$ cat src/hw/wdog_reset_flag_map.vh
// Register map, field positions and timing counts of the watchdog block
`ifndef WDOG_RESET_FLAG_MAP_VH
`define WDOG_RESET_FLAG_MAP_VH

// ------------------------------------------------------------
// Register offsets
// ------------------------------------------------------------
`define WDOG_RESET_FLAG_ADDR_W          2
`define WDOG_RESET_FLAG_OFS_RSTSRC      2'h0
`define WDOG_RESET_FLAG_OFS_WDCTL       2'h1
`define WDOG_RESET_FLAG_OFS_KEY         2'h2

// ------------------------------------------------------------
// Reset source status fields
// ------------------------------------------------------------
`define WDOG_RESET_FLAG_RS_PON          0
`define WDOG_RESET_FLAG_RS_PIN          1
`define WDOG_RESET_FLAG_RS_BOR          2
`define WDOG_RESET_FLAG_RS_WDR          3
`define WDOG_RESET_FLAG_RS_POR_VALUE    4'h1

// ------------------------------------------------------------
// Watchdog control status fields
// ------------------------------------------------------------
`define WDOG_RESET_FLAG_WC_PS0          0
`define WDOG_RESET_FLAG_WC_PS2          2
`define WDOG_RESET_FLAG_WC_EN           3
`define WDOG_RESET_FLAG_WC_PS3          5
`define WDOG_RESET_FLAG_WC_IEN          6
`define WDOG_RESET_FLAG_WC_IFLAG        7
`define WDOG_RESET_FLAG_PS_RESET        4'h0
`define WDOG_RESET_FLAG_PS_MAX_VALID    4'h9

// ------------------------------------------------------------
// Unlock and timing
// ------------------------------------------------------------
`define WDOG_RESET_FLAG_KEY_VALUE       8'hd8
`define WDOG_RESET_FLAG_UNLOCK_CYCLES   3'h4
`define WDOG_RESET_FLAG_BASE_SHIFT      9
`define WDOG_RESET_FLAG_CNT_W           19

`endif

$ cat src/hw/wdog_reset_flag_watchdog.v
// Watchdog timer with protected configuration and reset source flags
//
// Notes on behaviour
// - Lower level: disabled after reset, enable bit settable any time freely.
// - Lower level: disabling needs key write, then enable and period write within four.
// - Higher level: watchdog always runs; enable bit always reads one.
// - Higher level: period change needs key then write within four; enable ignored.
// - Watchdog reset flag bit 3: set on watchdog reset, cleared by POR or zero write.
// - Brown-out flag bit 2: set on brown-out, cleared by POR or zero write.
// - Pin reset flag bit 1: set on pin reset, cleared by POR or zero write.
// - Power-on flag bit 0: set by POR, cleared only by zero write.
// - Reset source bits 7:4 and control bit 4 read zero.
// - Interrupt flag bit 7 set on interrupt time-out; vector or one-write clears.
// - Interrupt request needs global enable, flag, and interrupt enable or the hold after its automatic clear.
// - With enable set, interrupt time-out clears interrupt enable; next gives reset.
// - Neither bit stops; irq enable interrupts; enable resets; both interrupt first.
// - Higher level: interrupt enable cannot be set; every time-out resets.
// - Enable bit 3 write one enables reset mode; zero disables if allowed.
// - Higher level: nothing, not even unlock, disables the watchdog.
// - Lower level: enable forced one while watchdog reset flag is set.
// - Four-bit period at bits 5,2:0; codes 0..9 give 512 to 256K cycles.
// - Reserved period codes 10..15 act as a valid code below ten.
// - Counter counts low-power oscillator cycles, not system clock.
// - Counter cleared by restart, while disabled, and on chip reset.
// - Fuse selects level: unprogrammed lower and off, programmed higher and on.
//
// The strobed register port and the register addresses are this design's own decisions.
`timescale 1ns/1ns
`include "wdog_reset_flag_map.vh"

module wdog_reset_flag_watchdog
(
    clk,
    reset_n,
    regAddr,
    regWrData,
    regWrEn,
    regRdEn,
    regRdData,
    oscClkIn,
    alwaysOnFuse,
    powerOnEvent,
    pinResetEvent,
    brownoutEvent,
    wdogRestart,
    globalIrqEnable,
    irqVectorTaken,
    timeoutIrqReq,
    systemResetReq
);

    input  wire                       clk;
    input  wire                       reset_n;
    input  wire [`WDOG_RESET_FLAG_ADDR_W-1:0]    regAddr;
    input  wire [7:0]                 regWrData;
    input  wire                       regWrEn;
    input  wire                       regRdEn;
    output reg  [7:0]                 regRdData;
    input  wire                       oscClkIn;
    input  wire                       alwaysOnFuse;
    input  wire                       powerOnEvent;
    input  wire                       pinResetEvent;
    input  wire                       brownoutEvent;
    input  wire                       wdogRestart;
    input  wire                       globalIrqEnable;
    input  wire                       irqVectorTaken;
    output wire                       timeoutIrqReq;
    output reg                        systemResetReq;

    // ------------------------------------------------------------
    // Period code to time-out length
    // ------------------------------------------------------------
    function [`WDOG_RESET_FLAG_CNT_W-1:0] periodLimit;
        input [3:0] code;
        reg   [3:0] useCode;
        begin
            useCode = (code > `WDOG_RESET_FLAG_PS_MAX_VALID) ? `WDOG_RESET_FLAG_PS_MAX_VALID : code;
            periodLimit = {{(`WDOG_RESET_FLAG_CNT_W-1){1'b0}}, 1'b1} << (useCode + `WDOG_RESET_FLAG_BASE_SHIFT);
        end
    endfunction

    // ------------------------------------------------------------
    // Register address decode
    // ------------------------------------------------------------
    function addrHit;
        input [`WDOG_RESET_FLAG_ADDR_W-1:0] addr;
        input [`WDOG_RESET_FLAG_ADDR_W-1:0] target;
        begin
            addrHit = (addr == target);
        end
    endfunction

    // ------------------------------------------------------------
    // Control register read layout
    // ------------------------------------------------------------
    function [7:0] ctlWord;
        input       flag;
        input       irqEnable;
        input       enable;
        input [3:0] period;
        begin
            ctlWord = {flag, irqEnable, period[3], 1'b0, enable, period[2:0]};
        end
    endfunction

    // ------------------------------------------------------------
    // Period field of a control write
    // ------------------------------------------------------------
    function [3:0] periodField;
        input [7:0] data;
        begin
            periodField = {data[`WDOG_RESET_FLAG_WC_PS3], data[`WDOG_RESET_FLAG_WC_PS2:`WDOG_RESET_FLAG_WC_PS0]};
        end
    endfunction

    // ------------------------------------------------------------
    // Input synchronisers
    // ------------------------------------------------------------
    reg  [4:0] syncA_reg;
    reg  [4:0] syncB_reg;
    reg        oscPrev_reg;

    always @(posedge clk)
    begin
        syncA_reg   <= {alwaysOnFuse, brownoutEvent, pinResetEvent, powerOnEvent, oscClkIn};
        syncB_reg   <= syncA_reg;
        oscPrev_reg <= syncB_reg[0];
    end

    wire oscTick    = syncB_reg[0] & ~oscPrev_reg;
    wire porSeen    = syncB_reg[1];
    wire pinSeen    = syncB_reg[2];
    wire borSeen    = syncB_reg[3];
    wire levelTwo   = syncB_reg[4];

    // ------------------------------------------------------------
    // State
    // ------------------------------------------------------------
    reg  [3:0]               rstFlags_reg;
    reg  [3:0]               rstFlags_next;
    reg                      enable_reg;
    reg                      enable_next;
    reg                      irqEn_reg;
    reg                      irqEn_next;
    reg                      irqFlag_reg;
    reg                      irqFlag_next;
    reg  [3:0]               period_reg;
    reg  [3:0]               period_next;
    reg  [2:0]               unlock_reg;
    reg  [2:0]               unlock_next;
    reg  [`WDOG_RESET_FLAG_CNT_W-1:0]   count_reg;
    reg  [`WDOG_RESET_FLAG_CNT_W-1:0]   count_next;
    reg                      sysRst_next;
    reg                      irqAuto_reg;
    reg                      irqAuto_next;
    reg  [7:0]               rdWord;
    localparam [`WDOG_RESET_FLAG_CNT_W-1:0] CNT_ONE = {{(`WDOG_RESET_FLAG_CNT_W-1){1'b0}}, 1'b1};

    wire       wrCtl     = regWrEn & addrHit(regAddr, `WDOG_RESET_FLAG_OFS_WDCTL);
    wire       wrRst     = regWrEn & addrHit(regAddr, `WDOG_RESET_FLAG_OFS_RSTSRC);
    wire       wrKey     = regWrEn & addrHit(regAddr, `WDOG_RESET_FLAG_OFS_KEY);
    wire       unlocked  = (unlock_reg != 3'h0);
    wire [3:0] wrPeriod  = periodField(regWrData);

    // Effective enable: forced by fuse or pending watchdog reset flag
    wire effEnable = levelTwo | enable_reg | rstFlags_reg[`WDOG_RESET_FLAG_RS_WDR];
    wire running   = effEnable | irqEn_reg;

    // ------------------------------------------------------------
    // Time-out decode
    // ------------------------------------------------------------
    wire [`WDOG_RESET_FLAG_CNT_W-1:0] lastCount = periodLimit(period_reg) - CNT_ONE;
    wire timeout   = running & oscTick & (count_reg == lastCount);
    wire toIrq     = timeout & irqEn_reg;
    wire toReset   = timeout & ~irqEn_reg & effEnable;

    // Request held after the automatic enable clear of a combined time-out
    assign timeoutIrqReq = irqFlag_reg & (irqEn_reg | irqAuto_reg)
                           & globalIrqEnable & ~levelTwo;

    // ------------------------------------------------------------
    // Next-state logic
    // ------------------------------------------------------------
    always @*
    begin
        rstFlags_next = rstFlags_reg;
        enable_next   = enable_reg;
        irqEn_next    = irqEn_reg;
        irqFlag_next  = irqFlag_reg;
        period_next   = period_reg;
        unlock_next   = unlocked ? unlock_reg - 3'h1 : 3'h0;
        count_next    = count_reg;
        sysRst_next   = 1'b0;
        irqAuto_next  = irqAuto_reg;

        // Reset source flags: zero write clears, events win
        if (wrRst)
        begin
            rstFlags_next = rstFlags_reg & regWrData[3:0];
        end
        if (pinSeen)
        begin
            rstFlags_next[`WDOG_RESET_FLAG_RS_PIN] = 1'b1;
        end
        if (borSeen)
        begin
            rstFlags_next[`WDOG_RESET_FLAG_RS_BOR] = 1'b1;
        end
        if (toReset)
        begin
            rstFlags_next[`WDOG_RESET_FLAG_RS_WDR] = 1'b1;
            sysRst_next = 1'b1;
        end
        if (porSeen)
        begin
            rstFlags_next = `WDOG_RESET_FLAG_RS_POR_VALUE;
        end

        // Unlock window
        if (wrKey && regWrData == `WDOG_RESET_FLAG_KEY_VALUE)
        begin
            unlock_next = `WDOG_RESET_FLAG_UNLOCK_CYCLES;
        end

        // Control register write
        if (wrCtl)
        begin
            if (regWrData[`WDOG_RESET_FLAG_WC_EN])
            begin
                enable_next = 1'b1;
            end
            else if (unlocked && !levelTwo)
            begin
                enable_next = 1'b0;
            end
            if (!levelTwo || unlocked)
            begin
                period_next = wrPeriod;
            end
            irqEn_next = regWrData[`WDOG_RESET_FLAG_WC_IEN] & ~levelTwo;
            if (regWrData[`WDOG_RESET_FLAG_WC_IFLAG])
            begin
                irqFlag_next = 1'b0;
            end
        end
        if (levelTwo)
        begin
            enable_next = 1'b1;
            irqEn_next  = 1'b0;
        end
        if (rstFlags_reg[`WDOG_RESET_FLAG_RS_WDR])
        begin
            enable_next = 1'b1;
        end

        // Interrupt flag: vector clears, time-out sets and wins
        if (irqVectorTaken)
        begin
            irqFlag_next = 1'b0;
        end
        if (toIrq)
        begin
            irqFlag_next = 1'b1;
            if (effEnable && !(wrCtl && regWrData[`WDOG_RESET_FLAG_WC_IEN]))
            begin
                irqEn_next   = 1'b0;
                irqAuto_next = 1'b1;
            end
        end
        if (!irqFlag_next)
        begin
            irqAuto_next = 1'b0;
        end

        // Counter
        if (!running || wdogRestart || timeout)
        begin
            count_next = {`WDOG_RESET_FLAG_CNT_W{1'b0}};
        end
        else if (oscTick)
        begin
            count_next = count_reg + {{(`WDOG_RESET_FLAG_CNT_W-1){1'b0}}, 1'b1};
        end
    end

    // ------------------------------------------------------------
    // Registers
    // ------------------------------------------------------------
    always @(posedge clk)
    begin
        rstFlags_reg <= rstFlags_next;
        if (!reset_n)
        begin
            enable_reg     <= 1'b0;
            irqEn_reg      <= 1'b0;
            irqFlag_reg    <= 1'b0;
            period_reg     <= `WDOG_RESET_FLAG_PS_RESET;
            unlock_reg     <= 3'h0;
            count_reg      <= {`WDOG_RESET_FLAG_CNT_W{1'b0}};
            systemResetReq <= 1'b0;
        end
        else
        begin
            enable_reg     <= enable_next;
            irqEn_reg      <= irqEn_next;
            irqFlag_reg    <= irqFlag_next;
            period_reg     <= period_next;
            unlock_reg     <= unlock_next;
            count_reg      <= count_next;
            systemResetReq <= sysRst_next;
        end
    end

    // ------------------------------------------------------------
    // Read port
    // ------------------------------------------------------------
    always @(posedge clk)
    begin
        if (!reset_n)
        begin
            regRdData <= 8'h00;
        end
        else
        begin
            regRdData <= rdWord;
        end
    end

    // ------------------------------------------------------------
    // Read data selection
    // ------------------------------------------------------------
    always @*
    begin
        rdWord = 8'h00;
        if (regRdEn)
        begin
            case (regAddr)
                `WDOG_RESET_FLAG_OFS_RSTSRC:
                begin
                    rdWord = {4'h0, rstFlags_reg};
                end
                `WDOG_RESET_FLAG_OFS_WDCTL:
                begin
                    rdWord = ctlWord(irqFlag_reg, irqEn_reg, effEnable, period_reg);
                end
                default:
                begin
                    rdWord = 8'h00;
                end
            endcase
        end
    end

    // ------------------------------------------------------------
    // Interrupt hold after automatic enable clear
    // ------------------------------------------------------------
    always @(posedge clk)
    begin
        if (!reset_n)
        begin
            irqAuto_reg <= 1'b0;
        end
        else
        begin
            irqAuto_reg <= irqAuto_next;
        end
    end

endmodule // wdog_reset_flag_watchdog

$ cat config.mk
export PLATFORM = sky130hd
export DESIGN_NAME = wdog_reset_flag_watchdog
export DESIGN_NICKNAME = d
export VERILOG_FILES = /design/src/hw/wdog_reset_flag_watchdog.v
export VERILOG_INCLUDE_DIRS = /design/src /design/src/hw
export SDC_FILE = /design/constraint.sdc
export NUM_CORES = 1
export LEC_CHECK = 0
export BUFFER_PORTS_ARGS = -buffer_cell sky130_fd_sc_hd__buf_2
export CAP_MARGIN = 20
export CORE_ASPECT_RATIO = 0.5
export CORE_MARGIN = 3
export CORE_UTILIZATION = 57
export CTS_CLUSTER_DIAMETER = 120
export DETAILED_ROUTE_END_ITERATION = 10
export PLACE_DENSITY_LB_ADDON = 0.08
export SLEW_MARGIN = 20
export SYNTH_ARGS = -nofsm -noshare
export SYNTH_HDL_FRONTEND = slang
export SYNTH_SLANG_ARGS = --single-unit
$ cat constraint.sdc
create_clock -name clk -period 3.3 [get_ports clk]
set_clock_uncertainty 0.1 [all_clocks]
set_input_delay 0 -clock clk [delete_from_list [all_inputs] [get_ports clk]]
set_output_delay 0 -clock clk [all_outputs]
set_load 0.01 [all_outputs]
==> out/metrics.cfg, run 1 <==
[placement]
post-dp-hpwl_um = 3880
place_inst = 352
place.gp.congestion = 0.933
io_buffer_count = 30

[yosys]
yosysTopAreaCellShare = 0.424
yosysUniqueCellTypes = 55
synth_seq_cells = 53
synth_edf_count = 0
synth_warnings = 0
syn_area_per_cell_um2 = 8.88
synth.area.top_cells = dfxtp_1, nor2_1, xor2_1
post-synth-top-count-cell = dfxtp_1
yosysSeqAreaShare = 0.424
synthFlopType = dfxtp_1
yosysTopAreaCell = dfxtp_1
synthTopCellsByCount = dfxtp_1, nor2_1, nand2_1
async_reset_ff_frac = 0
netlist_instances = 282
syn-cell-area_um2 = 2500

[sta]
drv_slew = 0
max_slew_margin = 0.601
worst_pin_slew_ps = 591
setup_viol = 0
fmax_ghz = 0.383
setup-tns-final_ps = 0
hold_violations = 0
post-route-min-period_ps = 2610
finalCritPeriodShare = 0.792
rsz0062_at_grt = no

[global_routing]
grt_pass1_wl_um = 9090
antenna_found_initial = 0
grt_pass1_vias = 1961
grt_max_degree = 20
grt_overflow = 0
grt.total_usage = 0.221

[pwr]
p_comb_frac = 0.088
clock_power_share = 0.366
swShare = 0.217
leakage_nw = 1.24
p_switching_mw = 0.265
cellInternalPower_mw = 0.956
power.density_nw_per_um2 = 418
ir_drop_v = 0.000312
power_frac_seq = 0.546

[setup_path]
critPathMaxFanout = 19
cp.arrival_ps = 2680
critPathRequiredTime_ps = 3370
worstSetupPathType = reg2reg
start_kind = flop
end_kind = flop

[hold_path]
hp-class = in2reg

[layout]
seq_area_um2 = 1060
largest_reg_flops = 19
n_antenna_cell = 0
layout.nets = 347
drive_gt1_frac = 0.143
fillers = 321
layoutNonFillerInstCount = 375
syn_to_final_growth_pct = 16.7
multi_input_area_um2 = 1330

[clocking]
insertion_delay_ps = 290
clk_pin_slew_ps = 90
post_cts_resized = 0
numCtsBuffers = 5
cts_max_path_buffers = 2
clock_sinks = 53
htree_levels = 2
clock-root-buffer = clkbuf_8
cts_tree = built

[die]
io_pins = 32
die_w_um = 99.8
num_rows = 16
core_area_um2 = 4060
fp.dieH_um = 52.9
dieArea_um2 = 5270
start_util = 0.616

[outcome]
status = completed

[route]
wl_per_cell_um = 14.5
drc_errors = 0
num_vias = 2056
routed_wl_um = 5440
ant_nets = 0
firstDrtPassIters = 4
vias_per_cell = 5.48
drt_iter0_drc = 155

[flow_run]
maxCapViolCount = 0

[area by class of cell]
class / count / share of cell area
Inverter: 10 / 0.0128
Clock inverter: 1 / 0.0103
Sequential cell: 53 / 0.363
Clock buffer: 7 / 0.0295
Timing Repair Buffer: 46 / 0.105
Multi-Input combinational cell: 204 / 0.456
Tap cell: 54 / 0.0231
[kinds of logic (layout without fill, tap and decap cells)]
logic type	after synthesis	after routing	share of synthesized area
XOR/XNOR	22	22	0.0769
AO/OA/AOI/OAI	39	39	0.111
other	2	3	0.00300
adder cells (fa/ha/maj)	5	5	0.0250
AND/OR/NAND/NOR	123	123	0.266
multiplexers	12	12	0.0485
buffers and inverters	26	64	0.0455
flip-flops	53	53	0.424
[metal layers]
layer	GRT usage	share of wire	vias up
met5	0	0	-
met4	0.0567	0.0074	0
met3	0.0513	0.060	4
met2	0.366	0.44	57
met1	0.293	0.50	940
li1	-	-	1055
[placed cells by master, fill, tap and decap left out, drive strengths merged, types with 3 or more instances in the layout]
master,n
o21ai,10
buf,31
xnor2,8
clkbuf,7
nand2,16
and3,7
dfxtp,53
nor2,42
nor4b,3
or2,4
nand3,9
ha,5
xor2,14
nor3,3
a21oi,5
dlygate4sd3,15
mux2i,11
a21boi,3
nand4,8
nor4,3
nor2b,6
conb,3
inv,10
[stage by stage]
stage	setup WS (ps)	utilization	total power, mW	cell area [um^2]	hold WS [ps]
2_1_floorplan	935	-	0.746	2510	-72.3
3_3_place_gp	771	0.654	0.770	2660	2.36
3_5_place_dp	696	0.654	0.774	2660	3.57
4_1_cts	682	0.720	1.23	2920	3.21
5_1_grt	458	0.720	1.27	2920	19.6
6_report	688	0.720	1.22	2920	24.8
[final timing paths]
check	from	endpoint	slack, ps	cells after the start
worst max-delay path	period_reg[3]	count_reg[5]	690	6
worst min register to register	syncA_reg[0]	syncB_reg[0]	230	0
worst min-delay path	regWrData[7]	irqAuto_reg	20	3
worst max register to register	period_reg[3]	count_reg[5]	690	6
[what timing repair did]
item	4_1_cts	5_1_grt
hold buffers	15	0
buffers inserted	0	0
hold endpoints to repair	23	0
[power by group through the flow]
| stage | logic [mW] | clock network [mW] | registers (mW) |
|---|---|---|---|
| CTS | 0.106 | 0.453 | 0.666 |
| finish | 0.108 | 0.447 | 0.666 |
| global placement | 0.0900 | 0 | 0.680 |
| detailed placement | 0.0924 | 0 | 0.681 |
| global route | 0.120 | 0.479 | 0.669 |
| floorplan | 0.0709 | 0 | 0.675 |
[worst max-delay path, cell delays in order, from the launching register on]
cell and delay, ps:
dfxtp_1 380, or2_0 230, a2111oi_1 500, nand3_1 140
or4b_4 560, o21ai_4 460, nor2_1 110
Power figures use the tool's default switching activity.
==> inputs of run 2 (changes only) <==
--- a/config.mk
+++ b/config.mk
@@ -10,7 +10,7 @@
 export CAP_MARGIN = 20
 export CORE_ASPECT_RATIO = 0.5
 export CORE_MARGIN = 3
-export CORE_UTILIZATION = 57
+export CORE_UTILIZATION = 51
 export CTS_CLUSTER_DIAMETER = 120
 export DETAILED_ROUTE_END_ITERATION = 10
 export PLACE_DENSITY_LB_ADDON = 0.08
==> constraint.sdc (replaced) <==
create_clock -name clk -period 2.3 [get_ports clk]
set_clock_uncertainty 0.1 [all_clocks]
set_input_delay 0 -clock clk [delete_from_list [all_inputs] [get_ports clk]]
set_output_delay 0 -clock clk [all_outputs]
set_load 0.01 [all_outputs]
==> out/metrics.cfg, run 2 (same netlist as run 1, synthesis figures left out) <==
[sta]
setup_viol = 0  ; unchanged
drv_slew = 0  ; unchanged
worst_pin_slew_ps = 615  ; +24.4 ps
max_slew_margin = 0.584  ; -0.0165
setup_slack_ps = 42.6  ; -645 ps
rsz0062_at_grt = yes
finalCritPeriodShare = 0.981  ; +0.190
hold_ws_ps = 5.82  ; -18.9 ps
post-route-min-period_ps = 2260  ; -355 ps
fmax_ghz = 0.443  ; +16%
hold_violations = 0  ; unchanged

[pwr]
total_power_mw = 1.77  ; +45%
cellInternalPower_mw = 1.36  ; +42%
p_switching_mw = 0.414  ; +56%
ir_drop_v = 0.000265  ; -15%
swShare = 0.234  ; +0.0163
p_comb_frac = 0.103  ; +0.015
power.density_nw_per_um2 = 558  ; +34%
leakage_nw = 1.37  ; +10%
power_frac_seq = 0.538  ; -0.008
clock_power_share = 0.359  ; -0.007

[route]
drc_errors = 0  ; unchanged
routed_wl_um = 5720  ; +5.3%
firstDrtPassIters = 4  ; unchanged
wl_per_cell_um = 14.0  ; -3.3%
ant_nets = 0  ; unchanged
drt_iter0_drc = 160  ; +3.2%
vias_per_cell = 5.29  ; -3.6%
num_vias = 2157  ; +4.9%

[global_routing]
grt_pass1_wl_um = 9620  ; +5.8%
grt_max_degree = 20  ; unchanged
antenna_found_initial = 0  ; unchanged
grt.total_usage = 0.206  ; -0.0151
grt_overflow = 0  ; unchanged
grt_pass1_vias = 2060  ; +5.0%

[clocking]
cts_max_path_buffers = 2  ; unchanged
insertion_delay_ps = 320  ; +30 ps
clk_pin_slew_ps = 100  ; about the same
htree_levels = 2  ; unchanged
cts_tree = built
clock-root-buffer = clkbuf_8
numCtsBuffers = 5  ; unchanged
clock_sinks = 53  ; unchanged

[layout]
drive_gt1_frac = 0.231  ; +0.0877
utilization = 0.698  ; -0.0213
final_cell_mix = dfxtp_1, nor2_1, buf_2
layout.nets = 368  ; +6.1%
final_common_cell = dfxtp_1
n_antenna_cell = 0  ; unchanged
syn_to_final_growth_pct = 26.9
largest_reg_flops = 19  ; unchanged

[die]
io_pins = 32  ; unchanged
dieArea_um2 = 5840  ; +11%
fp.dieH_um = 55.6  ; +5.1%
die_w_um = 105  ; +5.4%
start_util = 0.550  ; -0.0661
core_area_um2 = 4550  ; +12%
num_rows = 17  ; +1

[setup_path]
worstSetupPathType = reg2reg
end_kind = flop
cp.arrival_ps = 2420  ; -260 ps
critPathMaxFanout = 12  ; -7
critPathRequiredTime_ps = 2460  ; -910 ps
start_kind = flop

[placement]
post-dp-hpwl_um = 4210  ; +8.5%
place.gp.congestion = 0.951  ; +1.9%
dp_slack_ps = 40.5  ; -656 ps
io_buffer_count = 30  ; unchanged

[flow_run]
maxCapViolCount = 0  ; unchanged

[hold_path]
hp-class = in2reg

[outcome]
status = completed

-- run 2: worst paths after layout --
path	startpoint	end	slack, ps	cells past startpoint
max	period_reg[3]	irqAuto_reg	40	8
min	regRdEn	regRdData[5]	6	4
max reg2reg	period_reg[3]	irqAuto_reg	40	8
min reg2reg	syncA_reg[0]	syncB_reg[0]	240	0
-- run 2: worst max-delay path, cell delays in order, from the launching register on --
cell	delay [ps]
dfxtp_4	390
buf_4	180
or4b_1	480
o211a_1	170
a31oi_2	160
nand4bb_2	210
buf_4	200
nor3_1	180
o22a_1	160
-- run 2: per-layer routing --
layer | share of wire | wire, um | vias up | GRT usage
li1 | - | - | 1097 | -
met1 | 0.48 | 2730 | 990 | 0.277
met2 | 0.44 | 2530 | 60 | 0.314
met3 | 0.067 | 381 | 10 | 0.0642
met4 | 0.014 | 78 | 0 | 0.0692
met5 | 0 | 0 | - | 0
-- run 2: area by class of cell --
cell class,count,area (um^2)
flip-flops and latches,53,1070
repair buffers,67,485
well taps,66,82.6
fillers,376,1370
multi-input cells,204,1390
clock buffers,5,68.8
clock inverters,3,46.3
inverters,10,37.5
-- run 2: repair_timing --
item	CTS	global route
hold buffers	17	0
endpoints found under the setup margin	0	25
endpoints found under the hold margin	24	0
setup buffers	0	1
gates resized for setup	0	17
-- run 2: per-stage QoR --
step	instance area, um^2	instances	setup TNS [ps]
2_1_floorplan	2510	283	0
3_3_place_gp	2830	382	0
3_5_place_dp	2830	382	0
4_1_cts	3110	407	0
5_1_grt	3180	408	-4.00
6_report	3180	408	0
-- run 2: power groups by stage --
stage	clock, mW	combinational (mW)	sequential [mW]
5_1_grt	0.696	0.202	0.958
3_3_place_gp	0	0.147	0.973
2_1_floorplan	0	0.102	0.969
6_report	0.636	0.182	0.954
3_5_place_dp	0	0.152	0.974
4_1_cts	0.651	0.172	0.953
